===== config.mk =====
export PLATFORM = sky130hd
export DESIGN_NAME = tpl_telemetry_peak_log
export DESIGN_NICKNAME = d
export VERILOG_FILES = /design/src/rtl/tpl_pkg.sv /design/src/rtl/tpl_telemetry_peak_log.sv /design/src/rtl/tpl_peak_log.sv
export VERILOG_INCLUDE_DIRS = /design/src /design/src/rtl
export SDC_FILE = /design/constraint.sdc
export NUM_CORES = 2
export LEC_CHECK = 0
export BUFFER_PORTS_ARGS = -buffer_cell sky130_fd_sc_hd__buf_2
export CAP_MARGIN = 20
export CORE_MARGIN = 4
export CORE_UTILIZATION = 45
export DETAILED_ROUTE_END_ITERATION = 8
export PLACE_DENSITY = 0.76
export SKIP_LAST_GASP = 1
export SYNTH_ARGS = -nofsm -noshare
export SYNTH_HDL_FRONTEND = slang
export SYNTH_SLANG_ARGS = --single-unit

===== constraint.sdc =====
create_clock -name i_ref_clk -period 6 [get_ports i_ref_clk]
set_clock_uncertainty 0.2 [all_clocks]
set_input_delay 0.3 -clock i_ref_clk [delete_from_list [all_inputs] [get_ports i_ref_clk]]
set_output_delay 0.3 -clock i_ref_clk [all_outputs]
set_load 0.005 [all_outputs]

===== src/rtl/tpl_defines.svh =====
// Command codes, control codes, field positions and reset values of the peak log block
// Assumes nothing beyond being included by the package and the design files
`ifndef TPL_DEFINES_SVH
`define TPL_DEFINES_SVH
`define TPL_CMD_VOUT       8'hD4
`define TPL_CMD_IIN_PK     8'hD6
`define TPL_CMD_PIN_PK     8'hD7
`define TPL_CMD_POUT_PK    8'hD8
`define TPL_CMD_TELEM      8'hDA
`define TPL_CMD_STATUS     8'hDB
`define TPL_CODE_PMIN      32'h0000_0001
`define TPL_CODE_PMAX      32'h0000_0002
`define TPL_CODE_PBOTH     32'h0000_0004
`define TPL_CODE_RMIN      32'h0000_0008
`define TPL_CODE_RMAX      32'h0000_0010
`define TPL_CODE_RBOTH     32'h0000_0020
`define TPL_CODE_CMIN      32'h0000_0040
`define TPL_CODE_CMAX      32'h0000_0080
`define TPL_CODE_CBOTH     32'h0000_0100
`define TPL_PEAK_RST       16'h0000
`define TPL_EXP_MSB        15
`define TPL_EXP_LSB        11
`define TPL_MAN_MSB        10
`define TPL_MIN_MSB        31
`define TPL_MIN_LSB        16
`define TPL_MAX_MSB        15
`define TPL_NO_BYTES       8'h00
`define TPL_VOUT_BYTES     8'h02
`define TPL_PEAK_BYTES     8'h04
`define TPL_TELEM_BYTES    8'h0E
`define TPL_STATUS_BYTES   8'h12
`endif


===== src/rtl/tpl_pkg.sv =====
// Types shared by the peak log files
// Assumes tpl_defines.svh is on the include path
`include "tpl_defines.svh"
package tpl_pkg;
    typedef logic [15:0] tpl_word_t;
    typedef logic [31:0] tpl_rec_t;
    typedef enum logic [1:0] {
        TPL_IDLE  = 2'b00,
        TPL_TRACK = 2'b01,
        TPL_PAUSE = 2'b11
    } tpl_side_t;
endpackage


===== src/rtl/tpl_telemetry_peak_log.sv =====
// Functional notes
// - Output voltage word: 5-bit exponent over 11-bit mantissa.
// - Write to read-only command sets fault flags and raises alert.
// - Input current record: minimum in upper half, maximum in lower.
// - Input power record same layout, resets to zero.
// - Output power record same layout, kept per page.
// - Codes 1,2,4 pause min, pause max, pause both.
// - Codes 8,10h,20h each resume both min and max.
// - Codes 40h,80h,100h clear min, max, both; others invalid.
// - Logging runs from reset; only host commands pause and resume it.
// - Command DAh returns 14-byte telemetry block, read only.
// - Telemetry order: pin, pout, temp1, iin, vin, iout, vout.
// - Command DBh returns 18-byte paged status block, read only.
// Top of the telemetry peak log command block
// Holds the input current, input power and per-page output power peak records,
// the measured output voltage word and the two combined block reads
// Assumes a protocol engine delivers decoded commands with one-cycle strobes
// Assumes i_rd and i_wr never stand together and i_page stays below PAGES
// Assumes every telemetry input is settled whenever i_smp_vld is high
// A read of a command outside this block gives no answer strobe
`timescale 1ns/1ps
`include "tpl_defines.svh"
module tpl_telemetry_peak_log #(
    parameter int PAGES = 2
) (
    input  wire logic                 i_ref_clk,
    input  wire logic                 i_rst_b,
    input  wire logic [7:0]           i_cmd,
    input  wire logic                 i_wr,
    input  wire logic                 i_rd,
    input  wire tpl_pkg::tpl_rec_t    i_wdata,
    input  wire logic                 i_page,
    input  wire logic                 i_smp_vld,
    input  wire tpl_pkg::tpl_word_t   i_pin,
    input  wire tpl_pkg::tpl_word_t   i_iin,
    input  wire tpl_pkg::tpl_word_t   i_vin,
    input  wire tpl_pkg::tpl_word_t   i_temp1,
    input  wire tpl_pkg::tpl_word_t   i_pout   [PAGES],
    input  wire tpl_pkg::tpl_word_t   i_iout   [PAGES],
    input  wire logic [4:0]           i_vout_exp [PAGES],
    input  wire logic [10:0]          i_vout_man [PAGES],
    input  wire logic [143:0]         i_status [PAGES],
    input  wire logic                 i_fault_clr,
    output logic [143:0]              o_rdata,
    output logic [7:0]                o_rcount,
    output logic                      o_rvalid,
    output logic                      o_bad_data,
    output logic                      o_communication_fault_flag,
    output logic                      o_other_communication_fault_flag,
    output logic                      o_alert_b
);
    import tpl_pkg::*;

    // ****************************************
    // Command decode
    // ****************************************
    // True for the commands that only answer reads; a write to one is a fault
    function automatic logic cmd_is_ro(input logic [7:0] c);
        cmd_is_ro = (c == `TPL_CMD_VOUT) || (c == `TPL_CMD_TELEM) || (c == `TPL_CMD_STATUS);
    endfunction

    // True for a write strobe aimed at the wanted peak record command
    function automatic logic pk_wr(input logic wr, input logic [7:0] c, input logic [7:0] want);
        pk_wr = wr && (c == want);
    endfunction

    // Byte count answered for a read of command c, none for foreign codes
    function automatic logic [7:0] rd_bytes(input logic [7:0] c);
        case (c)
            `TPL_CMD_VOUT:    rd_bytes = `TPL_VOUT_BYTES;
            `TPL_CMD_IIN_PK,
            `TPL_CMD_PIN_PK,
            `TPL_CMD_POUT_PK: rd_bytes = `TPL_PEAK_BYTES;
            `TPL_CMD_TELEM:   rd_bytes = `TPL_TELEM_BYTES;
            `TPL_CMD_STATUS:  rd_bytes = `TPL_STATUS_BYTES;
            default:          rd_bytes = `TPL_NO_BYTES;
        endcase
    endfunction

    // ****************************************
    // Peak records
    // ****************************************
    tpl_rec_t rec_iin, rec_pin;
    tpl_rec_t rec_pout [PAGES];
    logic     bad_iin, bad_pin;
    logic     bad_pout [PAGES];
    logic     bad_any;

    // Input current record, fed by i_iin on each valid sample
    tpl_peak_log u_iin (
        .i_ref_clk  (i_ref_clk),
        .i_rst_b    (i_rst_b),
        .i_smp_vld  (i_smp_vld),
        .i_smp      (i_iin),
        .i_wr       (pk_wr(i_wr, i_cmd, `TPL_CMD_IIN_PK)),
        .i_wdata    (i_wdata),
        .o_bad_code (bad_iin),
        .o_rec      (rec_iin)
    );
    // Input power record, not paged
    tpl_peak_log u_pin (
        .i_ref_clk  (i_ref_clk),
        .i_rst_b    (i_rst_b),
        .i_smp_vld  (i_smp_vld),
        .i_smp      (i_pin),
        .i_wr       (pk_wr(i_wr, i_cmd, `TPL_CMD_PIN_PK)),
        .i_wdata    (i_wdata),
        .o_bad_code (bad_pin),
        .o_rec      (rec_pin)
    );
    // One output power record per page
    for (genvar g = 0; g < PAGES; g++) begin : g_pout
        tpl_peak_log u_pout (
            .i_ref_clk  (i_ref_clk),
            .i_rst_b    (i_rst_b),
            .i_smp_vld  (i_smp_vld),
            .i_smp      (i_pout[g]),
            .i_wr       (pk_wr(i_wr, i_cmd, `TPL_CMD_POUT_PK) && int'(i_page) == g),
            .i_wdata    (i_wdata),
            .o_bad_code (bad_pout[g]),
            .o_rec      (rec_pout[g])
        );
    end

    // Any invalid control code seen
    always_comb begin
        bad_any = bad_iin | bad_pin;
        for (int k = 0; k < PAGES; k++) bad_any = bad_any | bad_pout[k];
    end

    // ****************************************
    // Read data, byte count and answer strobe
    // ****************************************
    logic [143:0] rdata_r, rdata_nxt;
    logic [7:0]   rcnt_r, rcnt_nxt;
    logic         rvld_r, rvld_nxt;
    tpl_word_t    vout_w;

    // Measured output voltage of the selected page, exponent over mantissa
    assign vout_w = {i_vout_exp[i_page], i_vout_man[i_page]};

    // Read mux; data and count hold between answers, the strobe lasts one cycle
    always_comb begin
        rdata_nxt = rdata_r;
        rcnt_nxt  = rcnt_r;
        rvld_nxt  = 1'b0;
        if (i_rd && rd_bytes(i_cmd) != `TPL_NO_BYTES) begin
            rvld_nxt  = 1'b1;
            rdata_nxt = '0;
            rcnt_nxt  = rd_bytes(i_cmd);
            case (i_cmd)
                `TPL_CMD_VOUT:    rdata_nxt[15:0] = vout_w;
                `TPL_CMD_IIN_PK:  rdata_nxt[31:0] = rec_iin;
                `TPL_CMD_PIN_PK:  rdata_nxt[31:0] = rec_pin;
                `TPL_CMD_POUT_PK: rdata_nxt[31:0] = rec_pout[i_page];
                `TPL_CMD_TELEM:   begin
                    rdata_nxt[111:0] = {i_pin, i_pout[i_page], i_temp1, i_iin, i_vin,
                                        i_iout[i_page], vout_w};
                end
                `TPL_CMD_STATUS:  rdata_nxt = i_status[i_page];
                default:          rdata_nxt = '0;
            endcase
        end
    end

    // Read registers
    always_ff @(posedge i_ref_clk or negedge i_rst_b) begin
        if (!i_rst_b) begin
            rdata_r <= '0;
            rcnt_r  <= `TPL_NO_BYTES;
            rvld_r  <= 1'b0;
        end else begin
            rdata_r <= rdata_nxt;
            rcnt_r  <= rcnt_nxt;
            rvld_r  <= rvld_nxt;
        end
    end

    // ****************************************
    // Fault flags and alert
    // ****************************************
    logic cml_r, cml_nxt, oth_r, oth_nxt;
    logic alert_r, alert_nxt, bad_r, bad_nxt;
    logic ro_wr;

    // A write strobe aimed at any command that only answers reads
    assign ro_wr = i_wr && cmd_is_ro(i_cmd);

    // Sticky flags; a fault in the clearing cycle wins so that none is lost
    always_comb begin
        cml_nxt   = ro_wr | (cml_r & ~i_fault_clr);
        oth_nxt   = ro_wr | (oth_r & ~i_fault_clr);
        alert_nxt = ~(cml_nxt | oth_nxt);
        bad_nxt   = bad_any;
    end

    // Fault registers; alert idles high out of reset
    always_ff @(posedge i_ref_clk or negedge i_rst_b) begin
        if (!i_rst_b) begin
            cml_r   <= 1'b0;
            oth_r   <= 1'b0;
            alert_r <= 1'b1;
            bad_r   <= 1'b0;
        end else begin
            cml_r   <= cml_nxt;
            oth_r   <= oth_nxt;
            alert_r <= alert_nxt;
            bad_r   <= bad_nxt;
        end
    end

    // ****************************************
    // Outputs, each straight from its register
    // ****************************************
    assign o_rdata                          = rdata_r;
    assign o_rcount                         = rcnt_r;
    assign o_rvalid                         = rvld_r;
    assign o_bad_data                       = bad_r;
    assign o_communication_fault_flag       = cml_r;
    assign o_other_communication_fault_flag = oth_r;
    assign o_alert_b                        = alert_r;
endmodule


===== src/rtl/tpl_peak_log.sv =====
// One min/max peak record with its pause, resume and reset controls
// Assumes samples are signed linear words and a write strobe lasts one cycle
`timescale 1ns/1ps
`include "tpl_defines.svh"
module tpl_peak_log (
    input  wire logic            i_ref_clk,
    input  wire logic            i_rst_b,
    input  wire logic            i_smp_vld,
    input  wire tpl_pkg::tpl_word_t i_smp,
    input  wire logic            i_wr,
    input  wire tpl_pkg::tpl_rec_t  i_wdata,
    output logic                 o_bad_code,
    output tpl_pkg::tpl_rec_t    o_rec
);
    import tpl_pkg::*;

    tpl_word_t min_r, min_nxt, max_r, max_nxt;
    logic      pmin_r, pmin_nxt, pmax_r, pmax_nxt, init_r, init_nxt, bad_r, bad_nxt;

    // Signed comparison of two linear words by exponent scaled value
    function automatic logic lin_lt(input tpl_word_t a, input tpl_word_t b);
        logic signed [47:0] va, vb;
        va = 48'(signed'(a[`TPL_MAN_MSB:0])) <<< (5'(a[`TPL_EXP_MSB:`TPL_EXP_LSB]) + 5'd16);
        vb = 48'(signed'(b[`TPL_MAN_MSB:0])) <<< (5'(b[`TPL_EXP_MSB:`TPL_EXP_LSB]) + 5'd16);
        lin_lt = va < vb;
    endfunction

    // Control decode and tracking
    always_comb begin
        min_nxt  = min_r;
        max_nxt  = max_r;
        pmin_nxt = pmin_r;
        pmax_nxt = pmax_r;
        init_nxt = init_r;
        bad_nxt  = 1'b0;
        if (i_smp_vld) begin
            if (!pmin_r && (init_r || lin_lt(i_smp, min_r))) min_nxt = i_smp;
            if (!pmax_r && (init_r || lin_lt(max_r, i_smp))) max_nxt = i_smp;
            init_nxt = 1'b0;
        end
        if (i_wr) begin
            case (i_wdata)
                `TPL_CODE_PMIN:  begin pmin_nxt = 1'b1; pmax_nxt = 1'b0; end
                `TPL_CODE_PMAX:  begin pmax_nxt = 1'b1; pmin_nxt = 1'b0; end
                `TPL_CODE_PBOTH: begin pmin_nxt = 1'b1; pmax_nxt = 1'b1; end
                `TPL_CODE_RMIN,
                `TPL_CODE_RMAX,
                `TPL_CODE_RBOTH: begin pmin_nxt = 1'b0; pmax_nxt = 1'b0; end
                `TPL_CODE_CMIN:  min_nxt = `TPL_PEAK_RST;
                `TPL_CODE_CMAX:  max_nxt = `TPL_PEAK_RST;
                `TPL_CODE_CBOTH: begin min_nxt = `TPL_PEAK_RST; max_nxt = `TPL_PEAK_RST; end
                default:         bad_nxt = 1'b1;
            endcase
        end
    end

    // State registers
    always_ff @(posedge i_ref_clk or negedge i_rst_b) begin
        if (!i_rst_b) begin
            min_r  <= `TPL_PEAK_RST;
            max_r  <= `TPL_PEAK_RST;
            pmin_r <= 1'b0;
            pmax_r <= 1'b0;
            init_r <= 1'b1;
            bad_r  <= 1'b0;
        end else begin
            min_r  <= min_nxt;
            max_r  <= max_nxt;
            pmin_r <= pmin_nxt;
            pmax_r <= pmax_nxt;
            init_r <= init_nxt;
            bad_r  <= bad_nxt;
        end
    end

    assign o_rec      = {min_r, max_r};
    assign o_bad_code = bad_r;
endmodule


==> impl_metrics.yaml <==
outcome:
  run_status: "finished, violations left"
  failing_checks: "hold timing"
floorplanning:
  floorplan.die.width_um: 284
  row_count: 101
  ioPinCount: 652
  initial_standard_cell_utilization_of_the_core: 0.453
  dieHeight_um: 284
  core-area_mm2: 0.0758
  fp.dieArea_mm2: 0.0809
timing:
  final.hold.worst_slack_ns: -0.00109
  achievable-frequency_mhz: 192
  rsz0062_at_grt: "no"
  final_critical_period_ns: 5.20
  report.final.slew_viol_count: 0
  share_of_the_clock_period_used_by_the_worst_path: 0.867
  setup_violations: 0
  tightest_slew_ns: 1.41
  slew_headroom: 0.0581
  final.setup.tns_ns: 0
  final-hold-violation-count: 1
setup_path:
  worst-r2r-cell-count: 16
  criticalPathCategory: "reg -> reg"
  crit_arrival_ns: 5.45
  critPathRequiredTime_ns: 6.25
  worst_setup_path_start_kind: "flop"
  cp-end-kind: "flop"
  worstPathMaxFanout: 19
clocking:
  h-tree-depth: 2
  cts-root-buf: "sky130_fd_sc_hd__clkbuf_16"
  cts_made_buffers: 38
  clk_latency_ns: 0.59
  numClockSinks: 294
  clock_slew_seen_by_the_registers_of_the_worst_setup_and_hold_paths_ns: 0.06
  cts_tree: "yes"
  clk_path_buf_depth: 3
drt:
  ant_nets: 0
  drt_first_pass_iters: 8
  wl_per_cell_um: 24.4
  post-route-drc-count: 0
  finalWirelength_um: 149000
  routed-via-count: 37900
  dr.first_iter.drc_count: 4441
  vias_per_cell: 6.21
global_route:
  grt_overflow: 0
  first_global_vias: 35900
  initial_antenna_violation_count: 14
  globalRouteTotalUtil: 0.348
  grt_start_max_net_pins: 148
  grt_pass1_wl_um: 219000
yosys:
  distinct_cell_type_count_after_synthesis: 95
  synth.most_common_cell: "sky130_fd_sc_hd__nand2_1"
  syn-mean-instance-area_um2: 7.71
  async_reset_ff_frac: 1.00
  synth.yosys.seq_area_share: 0.214
  ys_top_cells_by_area: "sky130_fd_sc_hd__dfrtp_1 21%, sky130_fd_sc_hd__mux2i_1 14%, sky130_fd_sc_hd__ha_1 12%"
  ff_latch_count_synth: 294
  synth_largest_type_area_fraction: 0.213
  synth_edf_count: 0
  synth_area_mm2: 0.0344
  synth_cells: 4462
  synthTopCellsByCount: "560 x sky130_fd_sc_hd__nand2_1, 493 x sky130_fd_sc_hd__mux2i_1, 478 x sky130_fd_sc_hd__nor2_1"
  post-synth-top-area-cell: "sky130_fd_sc_hd__dfrtp_1"
  dominantRegCellSynth: "sky130_fd_sc_hd__dfrtp_1"
  yosysWarnings: 0
cells_and_area:
  numnets_final: 5925
  fillCellCount: 7019
  layout-drive-gt1-share: 0.179
  synthesis_to_layout_area_growth_pct: 21.1
place:
  gp_congestion: 1.03
  port_buffers: 647
  dp.final_hpwl_um: 114000
pwr:
  finalPower_uw: 19300
  power.density_mw_per_mm2: 464
  leakage_power_of_the_design_uw: 0.0205
  vdd.ir_drop.worst_mv: 0.213
min_path:
  hold-path-cell-count: 5
  hold_class: "in -> reg"
flow_run:
  cap_viol_max_count: 0
==> layout by cell type, fill, tap and decap left out, types with 221 or more instances in the layout <==
cell and n:
sky130_fd_sc_hd__mux2i_1 493, sky130_fd_sc_hd__ha_1 328, sky130_fd_sc_hd__dfrtp_1 292, sky130_fd_sc_hd__a21oi_1 297
sky130_fd_sc_hd__inv_1 230, sky130_fd_sc_hd__buf_2 645, sky130_fd_sc_hd__o21ai_0 359, sky130_fd_sc_hd__dlygate4sd3_1 221
sky130_fd_sc_hd__nor2_1 475, sky130_fd_sc_hd__nand2_1 560
==> final timing paths <==
kind | start | end | slack (ns)
setup / recovery | u_iin.min_r[11] | u_iin.min_r[10] | 0.80
hold / removal | i_status[62] | o_rdata[62] | -0.001
setup reg to reg | u_iin.min_r[11] | u_iin.min_r[10] | 0.80
hold reg to reg | o_other_communication_fault_flag | o_alert_b | 0.25
max in group asynchronous | i_rst_b | o_rdata[45] | 4.09
min in group asynchronous | i_rst_b | o_rdata[33] | 0.17
==> cell type report <==
| cell class | instances | area, um^2 | area share |
|---|---|---|---|
| multi-input combinational | 3601 | 24800 | 0.596 |
| sequential | 294 | 7360 | 0.177 |
| timing repair buffer | 931 | 5990 | 0.144 |
| tap | 978 | 1220 | 0.0294 |
| clock buffer | 47 | 1040 | 0.0251 |
| inverter | 236 | 887 | 0.0213 |
| clock inverter | 22 | 324 | 0.00778 |
| antenna | 5 | 12.5 | 0.000300 |
==> layer usage <==
layer,vias to the layer above,part of all wire,GRT usage
li1,17500,-,-
met1,17900,0.39,0.442
met2,2126,0.44,0.542
met3,424,0.11,0.102
met4,8,0.060,0.172
met5,-,0.00035,0
==> logic make-up after synthesis <==
| group | count (synthesis) | share of synthesized area |
|---|---|---|
| AOI/OAI and AO/OA | 1315 | 0.248 |
| xor gates and xnor gates | 4 | 0.00102 |
| adders and majority gates | 328 | 0.119 |
| buffers and inverters | 570 | 0.0660 |
| DFF | 294 | 0.214 |
| muxes | 580 | 0.176 |
| other | 1 | 0.000109 |
| and+or+nand+nor | 1370 | 0.175 |
==> metrics by stage <==
step	setup slack [ns]	cells	instance area (um^2)	util	hold WS (ns)
after floorplan	1.73	4465	34400	-	-0.196
after global placement	0.993	5815	38000	0.501	0.185
after detailed placement	0.930	5815	38000	0.501	0.186
after CTS	0.922	6105	41600	0.549	0.000163
after global routing	0.561	6110	41600	0.549	0.0316
final	0.799	6114	41600	0.549	-0.00109
==> registers in the layout, indices dropped and copies added (netlist names), 2 cells and up <==
name / count
u_pin.min_r: 16
g_pout.u_pout.pmax_r: 2
g_pout.u_pout.min_r: 32
g_pout.u_pout.max_r: 32
u_pin.max_r: 16
u_iin.max_r: 16
u_iin.min_r: 16
g_pout.u_pout.o_bad_code: 2
g_pout.u_pout.pmin_r: 2
o_rdata: 144
o_rcount: 4
==> critical path, cell delays in order, from the launching register on <==
cell,delay [ns]
sky130_fd_sc_hd__dfrtp_1,0.83
sky130_fd_sc_hd__mux2_2,0.42
sky130_fd_sc_hd__o21ai_0,0.56
sky130_fd_sc_hd__nor2_1,0.08
sky130_fd_sc_hd__a21oi_1,0.20
sky130_fd_sc_hd__a21oi_1,0.11
sky130_fd_sc_hd__a22oi_1,0.25
sky130_fd_sc_hd__ha_1,0.27
sky130_fd_sc_hd__a21oi_1,0.14
sky130_fd_sc_hd__o21ai_0,0.11
sky130_fd_sc_hd__a221oi_1,0.61
sky130_fd_sc_hd__o211ai_2,0.16
sky130_fd_sc_hd__and4_4,0.23
sky130_fd_sc_hd__a311oi_4,0.25
sky130_fd_sc_hd__buf_4,0.34
sky130_fd_sc_hd__mux2i_1,0.22
sky130_fd_sc_hd__nor2_1,0.07
==> power by group <==
part,switching [uW],total (uW),internal (uW)
Clock,1000,2560,1550
Sequential,1430,3930,2500
Combinational,7580,12800,5260
==> what timing repair did <==
action / in CTS / in global routing
hold endpoints to repair: 281 / 0
hold buffers: 221 / 0
setup endpoints to repair: 0 / 0
gates resized for setup: 0 / 0
setup buffers: 0 / 0
No activity file was read; power rests on OpenSTA's default activity.
